[src/dual_half_general_timer_consts.svh]
`ifndef DUAL_HALF_GENERAL_TIMER_CONSTS_SVH
`define DUAL_HALF_GENERAL_TIMER_CONSTS_SVH

// ****************************************************************
// Reset values and RTC start value
// ****************************************************************
`define DHGT_CNT_RST        16'hFFFF
`define DHGT_LOAD_RST       16'hFFFF
`define DHGT_PRE_RST        8'h00
`define DHGT_MATCH_RST      16'h0000
`define DHGT_CTL_RST        16'h0000
`define DHGT_RTC_FIRST      32'h00000001

// ****************************************************************
// Control word layout, one byte per half
// ****************************************************************
`define DHGT_CTL_HALF_W     8
`define DHGT_CTL_EN         0
`define DHGT_CTL_STALL      1
`define DHGT_CTL_TRIG       2
`define DHGT_CTL_INV        3
`define DHGT_CTL_EVT_LO     4
`define DHGT_CTL_EVT_HI     5

// ****************************************************************
// Mode field layout
// ****************************************************************
`define DHGT_MODE_MR_LO     0
`define DHGT_MODE_MR_HI     1
`define DHGT_MODE_CAPT_TIME 2
`define DHGT_MODE_PWM       3

// ****************************************************************
// Timing: slow clock on the even pin and its divided rate
// ****************************************************************
`define DHGT_RTC_IN_HZ      32768
`define DHGT_RTC_OUT_HZ     1

`endif

[src/dual_half_general_timer_pkg.sv]
// ****************************************************************
// Types shared by the timer block
// ****************************************************************
package dual_half_general_timer_pkg;

    // Width configuration codes
    typedef enum logic [2:0] {
        CFG_TIMER32 = 3'h0,
        CFG_RTC32   = 3'h1,
        CFG_SPLIT16 = 3'h4
    } width_cfg_e;

    // Per-half count mode field
    typedef enum logic [1:0] {
        MR_NONE     = 2'h0,
        MR_ONESHOT  = 2'h1,
        MR_PERIODIC = 2'h2,
        MR_CAPTURE  = 2'h3
    } half_mode_e;

    // Edge selection codes
    typedef enum logic [1:0] {
        EVT_RISE = 2'h0,
        EVT_FALL = 2'h1,
        EVT_RSVD = 2'h2,
        EVT_BOTH = 2'h3
    } edge_sel_e;

endpackage

[src/dual_half_general_timer.sv]
`timescale 1ns/10ps
`default_nettype none
`include "dual_half_general_timer_consts.svh"

// How it works
// [RULE1] Triggers ORed to one line
// [RULE2] Trigger on one timer only
// [RULE3] Two 16-bit halves or one 32-bit
// [RULE4] Joined one timer; split halves free
// [RULE5] Joined one-shot, periodic or RTC
// [RULE6] 8-bit prescale, timer modes only
// [RULE7] Halt stalls count if enabled; the RTC config ignores the stall bit
// [RULE8] Capture: edge count or edge time
// [RULE9] PWM per half, invertible
// [RULE10] Block 3 has no pins
// [RULE11] Pins are GPIO until selected
// [RULE12] Software selects pin function first
// [RULE13] Count, match, prescale, load per half
// [RULE14] Config plus two mode words
// [RULE15] Reset: idle, controls cleared
// [RULE16] Counts, loads reset to FFFF
// [RULE17] Prescales reset to zero
// [RULE18] Config 0 timer, 1 RTC
// [RULE19] Config 4 splits
// [RULE20] Wide access spans both halves
// [RULE21] Trigger pulses one cycle
module dual_half_general_timer #(
    parameter int BLOCK_INDEX = 0,
    parameter int RTC_DIV     = `DHGT_RTC_IN_HZ / `DHGT_RTC_OUT_HZ
) (
    input  wire logic        CLK_SYS_I,
    input  wire logic        RST_N_I,
    input  wire logic [2:0]  CFG_I,
    input  wire logic [3:0]  MODE_A_I,
    input  wire logic [3:0]  MODE_B_I,
    input  wire logic        CTL_WR_I,
    input  wire logic [15:0] CTL_DATA_I,
    input  wire logic [1:0]  LOAD_WR_I,
    input  wire logic [31:0] LOAD_DATA_I,
    input  wire logic [1:0]  PRESCALE_WR_I,
    input  wire logic [15:0] PRESCALE_DATA_I,
    input  wire logic [1:0]  MATCH_WR_I,
    input  wire logic [31:0] MATCH_DATA_I,
    input  wire logic        HALT_I,
    input  wire logic [1:0]  ALT_SEL_I,
    input  wire logic [1:0]  TIMER_PIN_I,
    output logic      [1:0]  TIMER_PIN_O,
    output logic      [1:0]  TIMER_PIN_OE_O,
    input  wire logic        ADC_TRIG_CHAIN_I,
    output logic             ADC_TRIG_O,
    output logic      [31:0] COUNT_O,
    output logic      [31:0] CAPTURE_O,
    output logic      [15:0] CTL_O,
    output logic      [1:0]  TIMEOUT_O
);

    // ****************************************************************
    // Elaboration checks
    // ****************************************************************
    initial begin
        if (BLOCK_INDEX < 0 || BLOCK_INDEX > 3) begin
            $error("BLOCK_INDEX must be 0 to 3");
        end
        if (RTC_DIV < 2 || RTC_DIV > 65536) begin
            $error("RTC_DIV must be 2 to 65536");
        end
    end

    // Block 3 has no pins
    localparam logic HAS_PINS = (BLOCK_INDEX < 3); // [RULE10]
    localparam logic [15:0] RTC_LAST = 16'(RTC_DIV - 1);

    // ****************************************************************
    // State
    // ****************************************************************
    logic [1:0][15:0] cnt_q, cnt_d;          // Half counters
    logic [1:0][15:0] load_q, load_d;        // Interval load values
    logic [1:0][7:0]  pre_load_q, pre_load_d; // Prescale reload values
    logic [1:0][7:0]  pre_cnt_q, pre_cnt_d;  // Running prescale counts
    logic [1:0][15:0] match_q, match_d;      // Match values
    logic [1:0][15:0] capt_q, capt_d;        // Edge-time snapshots
    logic [15:0]      ctl_q, ctl_d;          // Control word
    logic [1:0]       pwm_q, pwm_d;          // Raw waveform levels
    logic [1:0]       pin_prev_q;            // Last pin sample
    logic [1:0]       tmo_q, tmo_d;          // Timeout pulses
    logic             trig_q, trig_d;        // Own converter trigger
    logic [15:0]      div_q, div_d;          // Slow-clock divider

    // ****************************************************************
    // Next-state logic
    // ****************************************************************
    // One process: joined modes write both halves
    always_comb begin
        logic [3:0]  mode;
        logic [7:0]  hc;
        logic        run;
        logic        edge_hit;
        logic [31:0] c32;
        logic [31:0] m32;
        mode     = 4'h0;
        hc       = 8'h00;
        run      = 1'b0;
        edge_hit = 1'b0;
        c32      = {cnt_q[1], cnt_q[0]};
        m32      = {match_q[1], match_q[0]};
        cnt_d      = cnt_q;
        load_d     = load_q;
        pre_load_d = pre_load_q;
        pre_cnt_d  = pre_cnt_q;
        match_d    = match_q;
        capt_d     = capt_q;
        ctl_d      = ctl_q;
        pwm_d      = pwm_q;
        div_d      = div_q;
        tmo_d      = 2'b00;
        // Software write beats a hardware enable clear
        if (CTL_WR_I) begin
            ctl_d = CTL_DATA_I; // [RULE14]
        end
        unique case (CFG_I)
            dual_half_general_timer_pkg::CFG_SPLIT16: begin // [RULE3] [RULE19]
                // Each half follows its own mode word
                for (int n = 0; n < 2; n++) begin // [RULE4]
                    mode = (n == 0) ? MODE_A_I : MODE_B_I; // [RULE14]
                    hc   = ctl_q[n*`DHGT_CTL_HALF_W +: `DHGT_CTL_HALF_W];
                    run  = hc[`DHGT_CTL_EN] && !(hc[`DHGT_CTL_STALL] && HALT_I); // [RULE7]
                    // Pins ignored until selected
                    edge_hit = 1'b0;
                    if (HAS_PINS && ALT_SEL_I[n]) begin // [RULE11]
                        unique case (hc[`DHGT_CTL_EVT_HI:`DHGT_CTL_EVT_LO])
                            dual_half_general_timer_pkg::EVT_RISE:
                                edge_hit = TIMER_PIN_I[n] && !pin_prev_q[n];
                            dual_half_general_timer_pkg::EVT_FALL:
                                edge_hit = !TIMER_PIN_I[n] && pin_prev_q[n];
                            default:
                                edge_hit = TIMER_PIN_I[n] != pin_prev_q[n];
                        endcase
                    end
                    if (mode[`DHGT_MODE_PWM]) begin
                        // Waveform: high from reload, low from match
                        if (run) begin // [RULE9]
                            if (cnt_q[n] == 16'h0000) begin
                                cnt_d[n] = load_q[n];
                                pwm_d[n] = 1'b1;
                            end else begin
                                cnt_d[n] = cnt_q[n] - 16'h0001;
                                if (cnt_q[n] == match_q[n]) begin
                                    pwm_d[n] = 1'b0;
                                end
                            end
                        end
                    end else if (mode[`DHGT_MODE_MR_HI:`DHGT_MODE_MR_LO]
                                 == dual_half_general_timer_pkg::MR_CAPTURE) begin
                        if (mode[`DHGT_MODE_CAPT_TIME]) begin
                            // Edge time: free-running count, snapshot on edge
                            if (run) begin // [RULE8]
                                cnt_d[n] = (cnt_q[n] == 16'h0000) ? load_q[n]
                                                                  : cnt_q[n] - 16'h0001;
                                if (edge_hit) begin
                                    capt_d[n] = cnt_q[n];
                                    tmo_d[n]  = 1'b1;
                                end
                            end
                        end else if (run && edge_hit) begin
                            // Edge count: an edge that finds the count at the match reloads and stops
                            if (cnt_q[n] == match_q[n]) begin // [RULE8]
                                cnt_d[n] = load_q[n];
                                ctl_d[n*`DHGT_CTL_HALF_W + `DHGT_CTL_EN] &= CTL_WR_I;
                                tmo_d[n] = 1'b1;
                            end else begin
                                cnt_d[n] = cnt_q[n] - 16'h0001;
                            end
                        end
                    end else if (run && mode[`DHGT_MODE_MR_HI:`DHGT_MODE_MR_LO]
                                 != dual_half_general_timer_pkg::MR_NONE) begin
                        // One-shot or periodic, prescaled
                        if (pre_cnt_q[n] != 8'h00) begin // [RULE6]
                            pre_cnt_d[n] = pre_cnt_q[n] - 8'h01;
                        end else if (cnt_q[n] == 16'h0000) begin
                            cnt_d[n]     = load_q[n];
                            pre_cnt_d[n] = pre_load_q[n];
                            tmo_d[n]     = 1'b1;
                            if (mode[`DHGT_MODE_MR_HI:`DHGT_MODE_MR_LO]
                                == dual_half_general_timer_pkg::MR_ONESHOT) begin
                                ctl_d[n*`DHGT_CTL_HALF_W + `DHGT_CTL_EN] &= CTL_WR_I;
                            end
                        end else begin
                            cnt_d[n]     = cnt_q[n] - 16'h0001;
                            pre_cnt_d[n] = pre_load_q[n];
                        end
                    end
                    // Writes after counting, so they win
                    if (PRESCALE_WR_I[n]) begin
                        pre_load_d[n] = PRESCALE_DATA_I[n*8 +: 8];
                    end
                    if (MATCH_WR_I[n]) begin
                        match_d[n] = MATCH_DATA_I[n*16 +: 16];
                    end
                    if (LOAD_WR_I[n]) begin
                        load_d[n] = LOAD_DATA_I[n*16 +: 16];
                        cnt_d[n]  = LOAD_DATA_I[n*16 +: 16];
                    end
                end
            end
            dual_half_general_timer_pkg::CFG_RTC32: begin
                // Up-count; stall never applies
                if (ctl_q[`DHGT_CTL_EN] && HAS_PINS && ALT_SEL_I[0] &&
                    TIMER_PIN_I[0] && !pin_prev_q[0]) begin // [RULE5]
                    if (div_q == RTC_LAST) begin
                        div_d = 16'h0000;
                        if (c32 == m32) begin
                            c32      = 32'h00000000;
                            tmo_d[0] = 1'b1;
                        end else begin
                            c32 = c32 + 32'h00000001;
                        end
                    end else begin
                        div_d = div_q + 16'h0001;
                    end
                end
                // First enable starts the clock from one
                if (ctl_d[`DHGT_CTL_EN] && !ctl_q[`DHGT_CTL_EN]) begin // [RULE18]
                    c32   = `DHGT_RTC_FIRST;
                    div_d = 16'h0000;
                end
                if (MATCH_WR_I[0]) begin
                    match_d = MATCH_DATA_I; // [RULE20]
                end
                if (LOAD_WR_I[0]) begin
                    load_d = LOAD_DATA_I; // [RULE20]
                end
                {cnt_d[1], cnt_d[0]} = c32;
            end
            default: begin
                // Joined down-counter; mode A picks kind
                run = ctl_q[`DHGT_CTL_EN] && !(ctl_q[`DHGT_CTL_STALL] && HALT_I); // [RULE7]
                if (run) begin // [RULE5]
                    if (c32 == 32'h00000000) begin
                        c32      = {load_q[1], load_q[0]};
                        tmo_d[0] = 1'b1;
                        if (MODE_A_I[`DHGT_MODE_MR_HI:`DHGT_MODE_MR_LO]
                            == dual_half_general_timer_pkg::MR_ONESHOT) begin
                            ctl_d[`DHGT_CTL_EN] &= CTL_WR_I;
                        end
                    end else begin
                        c32 = c32 - 32'h00000001;
                    end
                end
                if (MATCH_WR_I[0]) begin
                    match_d = MATCH_DATA_I;
                end
                // Wide write, upper word to half B
                if (LOAD_WR_I[0]) begin // [RULE20]
                    load_d = LOAD_DATA_I;
                    c32    = LOAD_DATA_I;
                end
                {cnt_d[1], cnt_d[0]} = c32; // [RULE18]
            end
        endcase
        // Enabled halves only
        trig_d = |(tmo_d & {ctl_q[`DHGT_CTL_HALF_W + `DHGT_CTL_TRIG],
                            ctl_q[`DHGT_CTL_TRIG]}); // [RULE21]
    end

    // ****************************************************************
    // Registers
    // ****************************************************************
    // Reset: idle, all-ones counters
    always_ff @(posedge CLK_SYS_I or negedge RST_N_I) begin
        if (!RST_N_I) begin
            cnt_q      <= {2{`DHGT_CNT_RST}};  // [RULE16]
            load_q     <= {2{`DHGT_LOAD_RST}}; // [RULE16]
            pre_load_q <= {2{`DHGT_PRE_RST}};  // [RULE17]
            pre_cnt_q  <= {2{`DHGT_PRE_RST}};  // [RULE17]
            match_q    <= {2{`DHGT_MATCH_RST}};
            capt_q     <= {2{`DHGT_MATCH_RST}};
            ctl_q      <= `DHGT_CTL_RST;       // [RULE15]
            pwm_q      <= 2'b00;
            pin_prev_q <= 2'b00;
            tmo_q      <= 2'b00;
            trig_q     <= 1'b0;
            div_q      <= 16'h0000;
        end else begin
            cnt_q      <= cnt_d;  // [RULE13]
            load_q     <= load_d;
            pre_load_q <= pre_load_d;
            pre_cnt_q  <= pre_cnt_d;
            match_q    <= match_d;
            capt_q     <= capt_d;
            ctl_q      <= ctl_d;
            pwm_q      <= pwm_d;
            pin_prev_q <= TIMER_PIN_I;
            tmo_q      <= tmo_d;
            trig_q     <= trig_d;
            div_q      <= div_d;
        end
    end

    // ****************************************************************
    // Outputs
    // ****************************************************************
    // Half B above half A
    assign COUNT_O   = {cnt_q[1], cnt_q[0]}; // [RULE20]
    assign CAPTURE_O = {capt_q[1], capt_q[0]};
    assign CTL_O     = ctl_q;
    assign TIMEOUT_O = tmo_q;
    // Merged sources cannot be told apart
    assign ADC_TRIG_O = trig_q | ADC_TRIG_CHAIN_I; // [RULE1]

    // Drive only in split PWM with pin selected
    assign TIMER_PIN_O[0]    = pwm_q[0] ^ ctl_q[`DHGT_CTL_INV]; // [RULE9]
    assign TIMER_PIN_O[1]    = pwm_q[1] ^ ctl_q[`DHGT_CTL_HALF_W + `DHGT_CTL_INV];
    assign TIMER_PIN_OE_O[0] = HAS_PINS && ALT_SEL_I[0] && MODE_A_I[`DHGT_MODE_PWM] &&
                               CFG_I == dual_half_general_timer_pkg::CFG_SPLIT16; // [RULE11]
    assign TIMER_PIN_OE_O[1] = HAS_PINS && ALT_SEL_I[1] && MODE_B_I[`DHGT_MODE_PWM] &&
                               CFG_I == dual_half_general_timer_pkg::CFG_SPLIT16; // [RULE10]

endmodule
`default_nettype wire

[config.mk]
export PLATFORM = sky130hd
export DESIGN_NAME = dual_half_general_timer
export DESIGN_NICKNAME = d
export VERILOG_FILES = /design/src/dual_half_general_timer_pkg.sv /design/src/dual_half_general_timer.sv
export VERILOG_INCLUDE_DIRS = /design/src
export SDC_FILE = /design/constraint.sdc
export NUM_CORES = 1
export LEC_CHECK = 0
export BUFFER_PORTS_ARGS = -buffer_cell sky130_fd_sc_hd__buf_2
export CAP_MARGIN = 25
export CORE_ASPECT_RATIO = 1.4
export CORE_MARGIN = 3
export CORE_UTILIZATION = 50
export DETAILED_ROUTE_END_ITERATION = 10
export GPL_TIMING_DRIVEN = 0
export PLACE_DENSITY = 0.84
export SLEW_MARGIN = 30
export SYNTH_ARGS = -nofsm -noshare
export SYNTH_HDL_FRONTEND = slang
export SYNTH_SLANG_ARGS = --single-unit
[constraint.sdc]
create_clock -name CLK_SYS_I -period 5.8 [get_ports CLK_SYS_I]
set_clock_uncertainty 0.05 [all_clocks]
set_input_delay 0.87 -clock CLK_SYS_I [delete_from_list [all_inputs] [get_ports CLK_SYS_I]]
set_output_delay 0.87 -clock CLK_SYS_I [all_outputs]
set_load 0.005 [all_outputs]
==> results of run 1 <==
## cells by family after synthesis
| group | Yosys count | synth area share, % |
|---|---|---|
| AOI/OAI and AO/OA | 412 | 19.9 |
| xor gates and xnor gates | 85 | 5.49 |
| adders and majority gates | 14 | 1.29 |
| buffers and inverters | 166 | 5.18 |
| DFF | 199 | 37.3 |
| muxes | 134 | 10.9 |
| and+or+nand+nor | 534 | 19.9 |
## registers in the layout, indices dropped and copies added (netlist names), 16 cells and up
signal      cells
CAPTURE_O      32
match_q        32
pre_cnt_q      16
load_q         32
div_q          16
CTL_O          16
pre_load_q     16
COUNT_O        32
## path summary, 6_finish.rpt
path	startpoint	end	slack, ns	depth (start not counted)
min in group CLK_SYS_I	load_q[4]	load_q[4]	0.45	2
max reg2reg	COUNT_O[16]	COUNT_O[25]	1.36	12
max in group asynchronous	RST_N_I	load_q[13]	4.64	2
min	RST_N_I	match_q[19]	0.27	1
max	COUNT_O[16]	COUNT_O[25]	1.36	12
min reg2reg	load_q[4]	load_q[4]	0.45	2
## power breakdown
part,internal [mW],switching (mW)
clock network,0.621,0.666
registers,1.63,0.202
logic,0.622,1.08
## worst max-delay path: stages, from the launching register on
cell and delay, ns:
dfstp_2 0.71, clkbuf_1 0.59, inv_1 0.18, ha_1 0.34
nor4b_2 0.22, and4_1 0.24, clkbuf_1 0.22, buf_2 0.29
nand2_1 0.11, a21boi_0 0.77, o221ai_1 0.23, o221ai_1 0.25
nand4_1 0.14
## metal layers
layer / part of all wire [%] / vias to the layer above / GRT usage, %
met5: 0 / - / 0
met4: 10 / 0 / 30.2
met3: 8.9 / 354 / 6.66
met2: 46 / 990 / 59.8
met1: 36 / 6715 / 43.5
li1: - / 6109 / -
## cells in the mapped netlist (all sizes together) (5+ instances only)
cell type and number:
and2 15, a31oi 12, a21o 5, a21boi 7, nor3b 8, o31ai 9, o2111ai 10, mux2 115
inv 53, nand4 27, o22ai 19, nor2 150, ha 14, xnor2 52, nand2b 7, xor2 33
dfrtp 135, a211oi 27, nand3 66, or3 18, nor4 26, a22oi 8, a221oi 9, mux2i 19
and3 17, o211ai 20, o21ai 141, a21oi 71, dfstp 64, buf 46, nand2 126, o221ai 10
or2 6, nor3 45, clkbuf 67, nor4b 5, a2bb2oi 7, o32ai 8
## layout make-up
| cell class | count | area (sq um) | share of cell area (%) |
|---|---|---|---|
| diodes | 2 | 5.00 | 0.0318 |
| clock buffers | 17 | 425 | 2.70 |
| clock inverters | 15 | 180 | 1.14 |
| multi-input cells | 1179 | 7830 | 49.7 |
| repair buffers | 206 | 1090 | 6.92 |
| well taps | 360 | 450 | 2.86 |
| plain buffers | 113 | 504 | 3.20 |
| inverters | 53 | 199 | 1.26 |
| flip-flops and latches | 199 | 5060 | 32.1 |
## stage by stage
stage / instance area, sq um / util, % / power (mW) / instances / worst slack, ns
final: 15700 / 59.5 / 4.82 / 2144 / 1.36
after global routing: 15700 / 59.5 / 5.02 / 2143 / 1.36
after CTS: 15700 / 59.5 / 4.78 / 2142 / 1.56
after detailed placement: 15100 / 57.2 / 3.50 / 2110 / 1.57
after global placement: 15000 / 56.8 / 3.46 / 2107 / 0.449
after floorplan: 13600 / - / 2.87 / 1544 / 2.83
==> flow_results.org, run 1 <==
** Place
- Detailed Place HPWL :: a little over 40,000 um
- The count of buffers added on input and output ports is around 200.
- Routability-driven placement finished with a final weighted congestion of between 1 and 1.5.

** Critical path
- The critical path is of the register to register type.
- At the worst endpoint, the required time is just over 6 ns.
- STA classifies the critical path startpoint as a register.
- In this run the worst path has a maximum fanout of 10.
- Capturing element type of the critical path :: register
- Arrival time at the worst endpoint :: around 4.8 ns

** Floorplanning
- Die X :: approximately 150 um
- The floorplan has 70 rows.
- Floorplan Core Area :: 26,500 sq um
- The die covers a little under 30,000 sq um.
- For this design the top-level I/O count stands at between 200 and 250.
- Effective utilization at floorplan :: about half
- From bottom edge to top edge, the die measures 201 um.

** Final layout
- Fill cells in the final layout number around 2,400.
- Commonest non-fill, non-tap cell in the layout :: buf_2
- Synthesis-to-layout area growth :: 16.0%
- The top cell types in the final layout, fill and taps aside, are 240 x buf_2, 146 x nor2_1, 135 x dfrtp_1.
- Layout cell share with drive strength beyond 1 :: between 20 and 30%
- Total number of nets in the final design :: 1,905

** Yosys
- Number of flops mapped to enable cells by yosys :: 0
- After technology mapping, the gate count stands at around 1,500.
- Net count after synthesis :: approximately 1,700
- Register bit count reported by yosys :: 199
- Top post-synthesis cells by area :: dfrtp_1 25%, dfstp_2 12%, mux2_2 9.5%
- Register area share after synthesis :: between 30% and 40%
- Of all flip-flops after synthesis, the portion carrying an async set or reset was 100%.
- Post-synthesis instance area :: ~14,000 sq um
- Prevailing post-synth register cell :: dfrtp_1
- Count of warnings emitted by yosys :: 0
- Number of distinct library cells after synthesis :: 92
- Area fraction of the dominant cell type after synthesis :: roughly 25%
- The synthesized design spends more area on one cell type than any other, namely dfrtp_1.
- A synthesized cell averages 8.79 sq um.

** Clocking
- In this run the post-CTS setup repair buffer count came out at 0.
- Count of cells resized by post-cts repair :: 0
- In this run, CTS created clock tree buffers numbering 17.
- Cell chosen for the clock root :: clkbuf_16
- The clock reaches the later pin of the worst-skew pair after between 0.4 and 0.5 ns.
- TritonCTS built the clock tree.
- Number of clock sinks :: 199
- CTS Hold Buffers Added :: 0
- Maximum buffer depth of the clock tree :: 2
- Clock-pin slew reported for the worst setup and hold paths after clock tree synthesis :: roughly 0.09 ns
- The H-tree generated during clock tree synthesis spans 4 levels.

** Detailed routing
- The count of nets left with antenna violations once routing finished came out at 0.
- For this run, design rule violations remaining after detail routing come to 0.
- Dividing the detail-routed via count by the number of cells gives ~6.6.
- In this run, the number of DRC markers left after iteration 0 of detailed routing was ~1,800.
- First-pass DRT Iterations :: 6
- Routed WL per cell :: around 26 um
- Count of vias placed by the detailed router :: 14,200
- DRT Wirelength :: 56,000 um

** STA
- Final Max Tran Viols :: 0
- Hold_ws :: between 0.2 and 0.3 ns
- Number of hold violations in the final report :: 0
- Setup_tns :: 0 ns
- Setup repair after global routing left no endpoint under its margin.
- Setup violations remaining at the end of the flow were counted as 0.
- Measured against its own limit, the worst slew margin works out to between 20 and 30%.
- Fmax :: 0.225 GHz
- For the pin with the worst max-slew slack, the measured transition is around 1.1 ns.
- For the finished layout, the period the worst path requires is 4.44 ns.
- Share of the cycle needed by the critical path after routing :: 76.6%

** GRT
- All-layer global routing usage :: 37.2%
- Remaining global-route overflow :: 0
- Entering global routing, the biggest net connects 75 pins.
- The first global-routing pass estimated roughly 84,000 um of wire.
- The number of antenna violations at the first check in global routing is 1.
- The number of global-route vias before repair is between 10,000 and 15,000.

** Pwr
- Dividing total power by cell area gives a power density of ~310 nW/um^2.
- In this run the static leakage power is between 6 and 7 nW.
- VDD sags by at most ~240 uV.

** Outcome
- The run finished with clean final reports.

** Run
- Max-cap violations in this run came to 0.

** Worst hold path
- In this run the worst hold path is classified as input pin to async pin.
Note: power is estimated with default switching activity, not from simulation.
==> run 2, diff against run 1 <==
--- a/config.mk
+++ b/config.mk
@@ -6,6 +6,7 @@
 export SDC_FILE = /design/constraint.sdc
 export NUM_CORES = 1
 export LEC_CHECK = 0
+export ABC_AREA = 1
 export BUFFER_PORTS_ARGS = -buffer_cell sky130_fd_sc_hd__buf_2
 export CAP_MARGIN = 25
 export CORE_ASPECT_RATIO = 1.4
@@ -13,7 +14,7 @@
 export CORE_UTILIZATION = 50
 export DETAILED_ROUTE_END_ITERATION = 10
 export GPL_TIMING_DRIVEN = 0
-export PLACE_DENSITY = 0.84
+export PLACE_DENSITY = 0.83
 export SLEW_MARGIN = 30
 export SYNTH_ARGS = -nofsm -noshare
 export SYNTH_HDL_FRONTEND = slang
==> constraint.sdc (replaced) <==
create_clock -name CLK_SYS_I -period 4.1 [get_ports CLK_SYS_I]
set_clock_uncertainty 0.05 [all_clocks]
set_input_delay 0.615 -clock CLK_SYS_I [delete_from_list [all_inputs] [get_ports CLK_SYS_I]]
set_output_delay 0.615 -clock CLK_SYS_I [all_outputs]
set_load 0.005 [all_outputs]
==> run 2 against run 1 <==
Effect of this change: flip-flop and latch count did not move; fmax rose by 17%; combinational power rose by 79%; final area rose by 9.6%; final cell count rose by 39%; power rose by 53%; via count rose by 25%; die area rose by 11%.
==> flow_results.org, run 2 <==
** Outcome
- The run finished with clean final reports.

** STA
- The final critical-path setup slack was 0.287 ns (-1.07 ns).
- The actual slew at the worst max-slew pin is 0.950 ns (-0.170 ns).
- Setup repair after global routing missed its margin :: no
- The worst-case headroom to the max-slew limit came to 36.4% (+11 points).
- Final Max Tran Viols :: 0 (unchanged)
- The number of endpoints with negative hold slack in the final report is 0 (unchanged).
- Share of the cycle needed by the critical path after routing :: 93.0% (+16 points)
- The minimum clock period was 3.81 ns (-0.631 ns).
- The final-layout setup total negative slack came to 0 ns (unchanged).
- Total of endpoints with negative setup slack in the final report :: 0 (unchanged)
- Fmax :: 0.262 GHz (+17%)

** Yosys
- The net count after synthesis is 2,506 (+49%).
- Synthesized instance count :: 2,370 (+53%)
- dfrtp_1 takes more of the synthesized area than any other cell.
- Number of flops mapped to enable cells by yosys :: 0 (unchanged)
- By area the synthesized netlist is led by dfrtp_1 22%, nand2_1 19%, dfstp_2 11%.
- Number of distinct library cells after synthesis :: 52 (-43%)
- Post-synthesis instance area :: 15,100 sq um (+11%)
- Counting instances in the post-synthesis netlist gives the leading cell types as 775 x nand2_1, 244 x nand3_1, 224 x inv_1.
- The area share of the leading cell type in the synthesized netlist was 22.3% (-2.6 points).
- Prevailing post-synth register cell :: dfrtp_1
- Post-synthesis async set-or-reset flop share :: 100% (unchanged)
- Register bit count reported by yosys :: 199 (unchanged)
- The mean instance size in the synthesized netlist was 6.38 sq um (-27%).
- Register area share after synthesis :: 33.5% (-3.8 points)
- Count of warnings emitted by yosys :: 0 (unchanged)
- By instance count, the leading cell after synthesis is nand2_1.

** Critical path
- Arrival time at the worst endpoint :: 4.16 ns (-0.62 ns)
- The worst register-to-register path begins at COUNT_O[17].
- Beginning of the critical path :: COUNT_O[17]
- Worst Reg-to-Reg Cells :: 15 (+3)
- The worst setup path is captured at a register.
- Worst-path fanout max :: 10 (unchanged)
- CP required :: 4.45 ns (-1.69 ns)
- STA classifies the critical path startpoint as a register.
- Endpoint of the worst register-to-register path :: COUNT_O[27]
- The cell that appears most often on the critical path is nand2_1.
- Setup slack on the worst flop-to-flop path :: 0.29 ns (-1.07 ns)
- The signal on the critical path passes through buf_2 -> inv_1 -> ha_1 -> nand2_1 -> nor2_4 -> nand3_2 -> nor2_4 -> inv_2 -> buf_2 -> o211ai_1 -> nand2_1 -> a21oi_1 -> nand3_1 -> nand2_1 -> inv_1.
- The highest cell delay on the worst timing path was 0.64 ns (-0.13 ns).
- Worst Path Class, Setup :: register to register
- Among all stages on the critical path, the largest delay is contributed by a21oi_1.

** Floorplanning
- Effective utilization at floorplan :: 51.2% (-0.087 points)
- The width of the die came to 153 um (+5.4%).
- The placeable core region is 29,500 sq um (+12%).
- # IOs :: 209 (unchanged)
- Die footprint :: 32,400 sq um (+11%)
- Die Ht :: 212 um (+5.4%)
- Number of standard-cell rows in the floorplan :: 74 (+5.7%)

** Place
- The routability-driven placement congestion ratio is 1.16 (+8.1%).
- The post-place instance area was 16,700 sq um (+10%).
- The sum of net half-perimeters after detailed placement came to 49,900 um (+20%).
- The worst slack at placement is 0.596 ns (-0.975 ns).
- Count of buffers from port buffering :: 205 (+0.99%)

** GRT
- Via count of the first global-routing pass :: 16,900 (+19%)
- All-layer global routing usage :: 39.5% (+2.2 points)
- Remaining global-route overflow :: 0 (unchanged)
- Largest net degree at the start of global routing :: 81 (+8.0%)
- Antenna violations before repair :: 0 (-1)
- The wire length of the first global-routing pass came to 97,200 um (+16%).

** Clocking
- The maximum buffer depth of the clock tree came to 2 (unchanged).
- Level count of the clock H-tree :: 4 (unchanged)
- Worst-Skew Late Latency :: 0.46 ns (-0.02 ns)
- The total clock buffers created by CTS came to 17 (unchanged).
- Count of cells resized by post-cts repair :: 0 (unchanged)
- Post-CTS repair timing setup buffer count :: 0 (unchanged)
- Cell chosen for the clock root :: clkbuf_16
- The quantity of hold-fixing buffers added after cts was 0 (unchanged).
- TritonCTS built the clock tree.
- Clock-pin slew reported for the worst setup and hold paths after clock tree synthesis :: 0.08 ns (about the same)
- The number of sinks driven by the clock tree was 199 (unchanged).

** Pwr
- Power Density :: 428 nW/um^2 (+40%)
- The static leakage is 8.83 nW (+33%).
- The power consumption was 7.39 mW (+53%).
- Largest vdd supply drop :: 306 uV (+28%)

** Worst hold path
- Class of the tightest hold or removal check :: input pin to async pin

** Final layout
- The filler cell count was 2,929 (+24%).
- The core utilization of the finished layout is 58.4% (-1.1 points).
- Area of all placed cells without fillers :: 17,300 sq um (+9.6%)
- The library cells used most frequently in the layout, excluding fill and tap cells, are 775 x nand2_1, 244 x nand3_1, 234 x buf_2.
- The count of nets after finishing came to 2,732 (+43%).
- Layout cell share with drive strength beyond 1 :: 17.1% (-11 points)
- Commonest non-fill, non-tap cell in the layout :: nand2_1
- From synthesis to final layout, the design area changed by 14.1%.

** Detailed routing
- The overall via count from detail_route was 17,700 (+25%).
- The iteration-0 DRC count of the detailed router was 1,753 (+0.17%).
- Vias per Instance :: 5.91 (-11%)
- The routed length per instance was 22.1 um (-15%).
- The detailed-router iteration count before antenna repair is 6 (unchanged).
- The post-route antenna net violation count is 0 (unchanged).
- DRC violations left :: 0 (unchanged)
- DRT Wirelength :: 66,200 um (+18%)

** Run
- Max-cap violations :: 0 (unchanged)
## run 2: changes by cell type after synthesis, sizes merged, moves of 18 or more
cell	previous run	this run
nand2	126	783
inv	53	258
nand3	66	245
mux2	115	19
a21oi	71	150
nor2	150	222
xnor2	52	10
o21ai	141	176
a211oi	27	3
nor4	26	2
mux2i	19	1
or3	18	0
## run 2: how the worst max path moves through the flow
stage | endpoint | depth (start not counted)
final | COUNT_O[27] | 15
after global routing | COUNT_O[26] | 14
after CTS | COUNT_O[26] | 14
after detailed placement | COUNT_O[4] | 10
after global placement | TIMEOUT_O[0] | 1
after floorplan | COUNT_O[23] | 16
## run 2: kinds of logic after synthesis
group | synth area share, %
AO/OA/AOI/OAI | 12.9
XOR/XNOR | 2.95
adder cells (fa/ha/maj) | 1.16
flip-flops | 33.5
multiplexers | 1.48
AND/OR/NAND/NOR | 38.0
buffers and inverters | 10.1
## run 2: layout make-up
type,instances,area (sq um),share of cell area [%]
tap,380,475,2.76
clock inverter,11,116,0.674
timing repair buffer,207,1090,6.32
antenna,1,2.50,0.0145
inverter,265,995,5.76
sequential,199,5060,29.3
buffer,107,531,3.07
multi-input combinational,1799,8540,49.5
clock buffer,21,450,2.61
## run 2: worst max-delay path, delay by kind of cell, from the launching register on
family                   cells  cell delay (ns)
AO/OA/AOI/OAI                2             0.84
adder cells (fa/ha/maj)      1             0.34
buffers and inverters        5             0.87
flip-flops                   1             0.38
AND/OR/NAND/NOR              7             1.25
## run 2: stage by stage
step,instances,hold WS (ns)
finish,2990,0.0408
global route,2989,0.0811
CTS,2989,0.0558
detailed placement,2957,0.408
global placement,2955,0.400
floorplan,2370,0.269
## run 2: routing by layer
layer | up-vias | part of all wire [%] | GRT usage (%)
met1 | 8214 | 34 | 43.1
met3 | 349 | 7.9 | 6.63
li1 | 8087 | - | -
met2 | 1026 | 47 | 66.0
met5 | - | 0 | 0
met4 | 0 | 11 | 35.0
## run 2: power by group
| group | total, mW | switching, mW | internal (mW) |
|---|---|---|---|
| Clock | 1.71 | 0.837 | 0.869 |
| Combinational | 3.05 | 2.11 | 0.945 |
| Sequential | 2.64 | 0.292 | 2.34 |
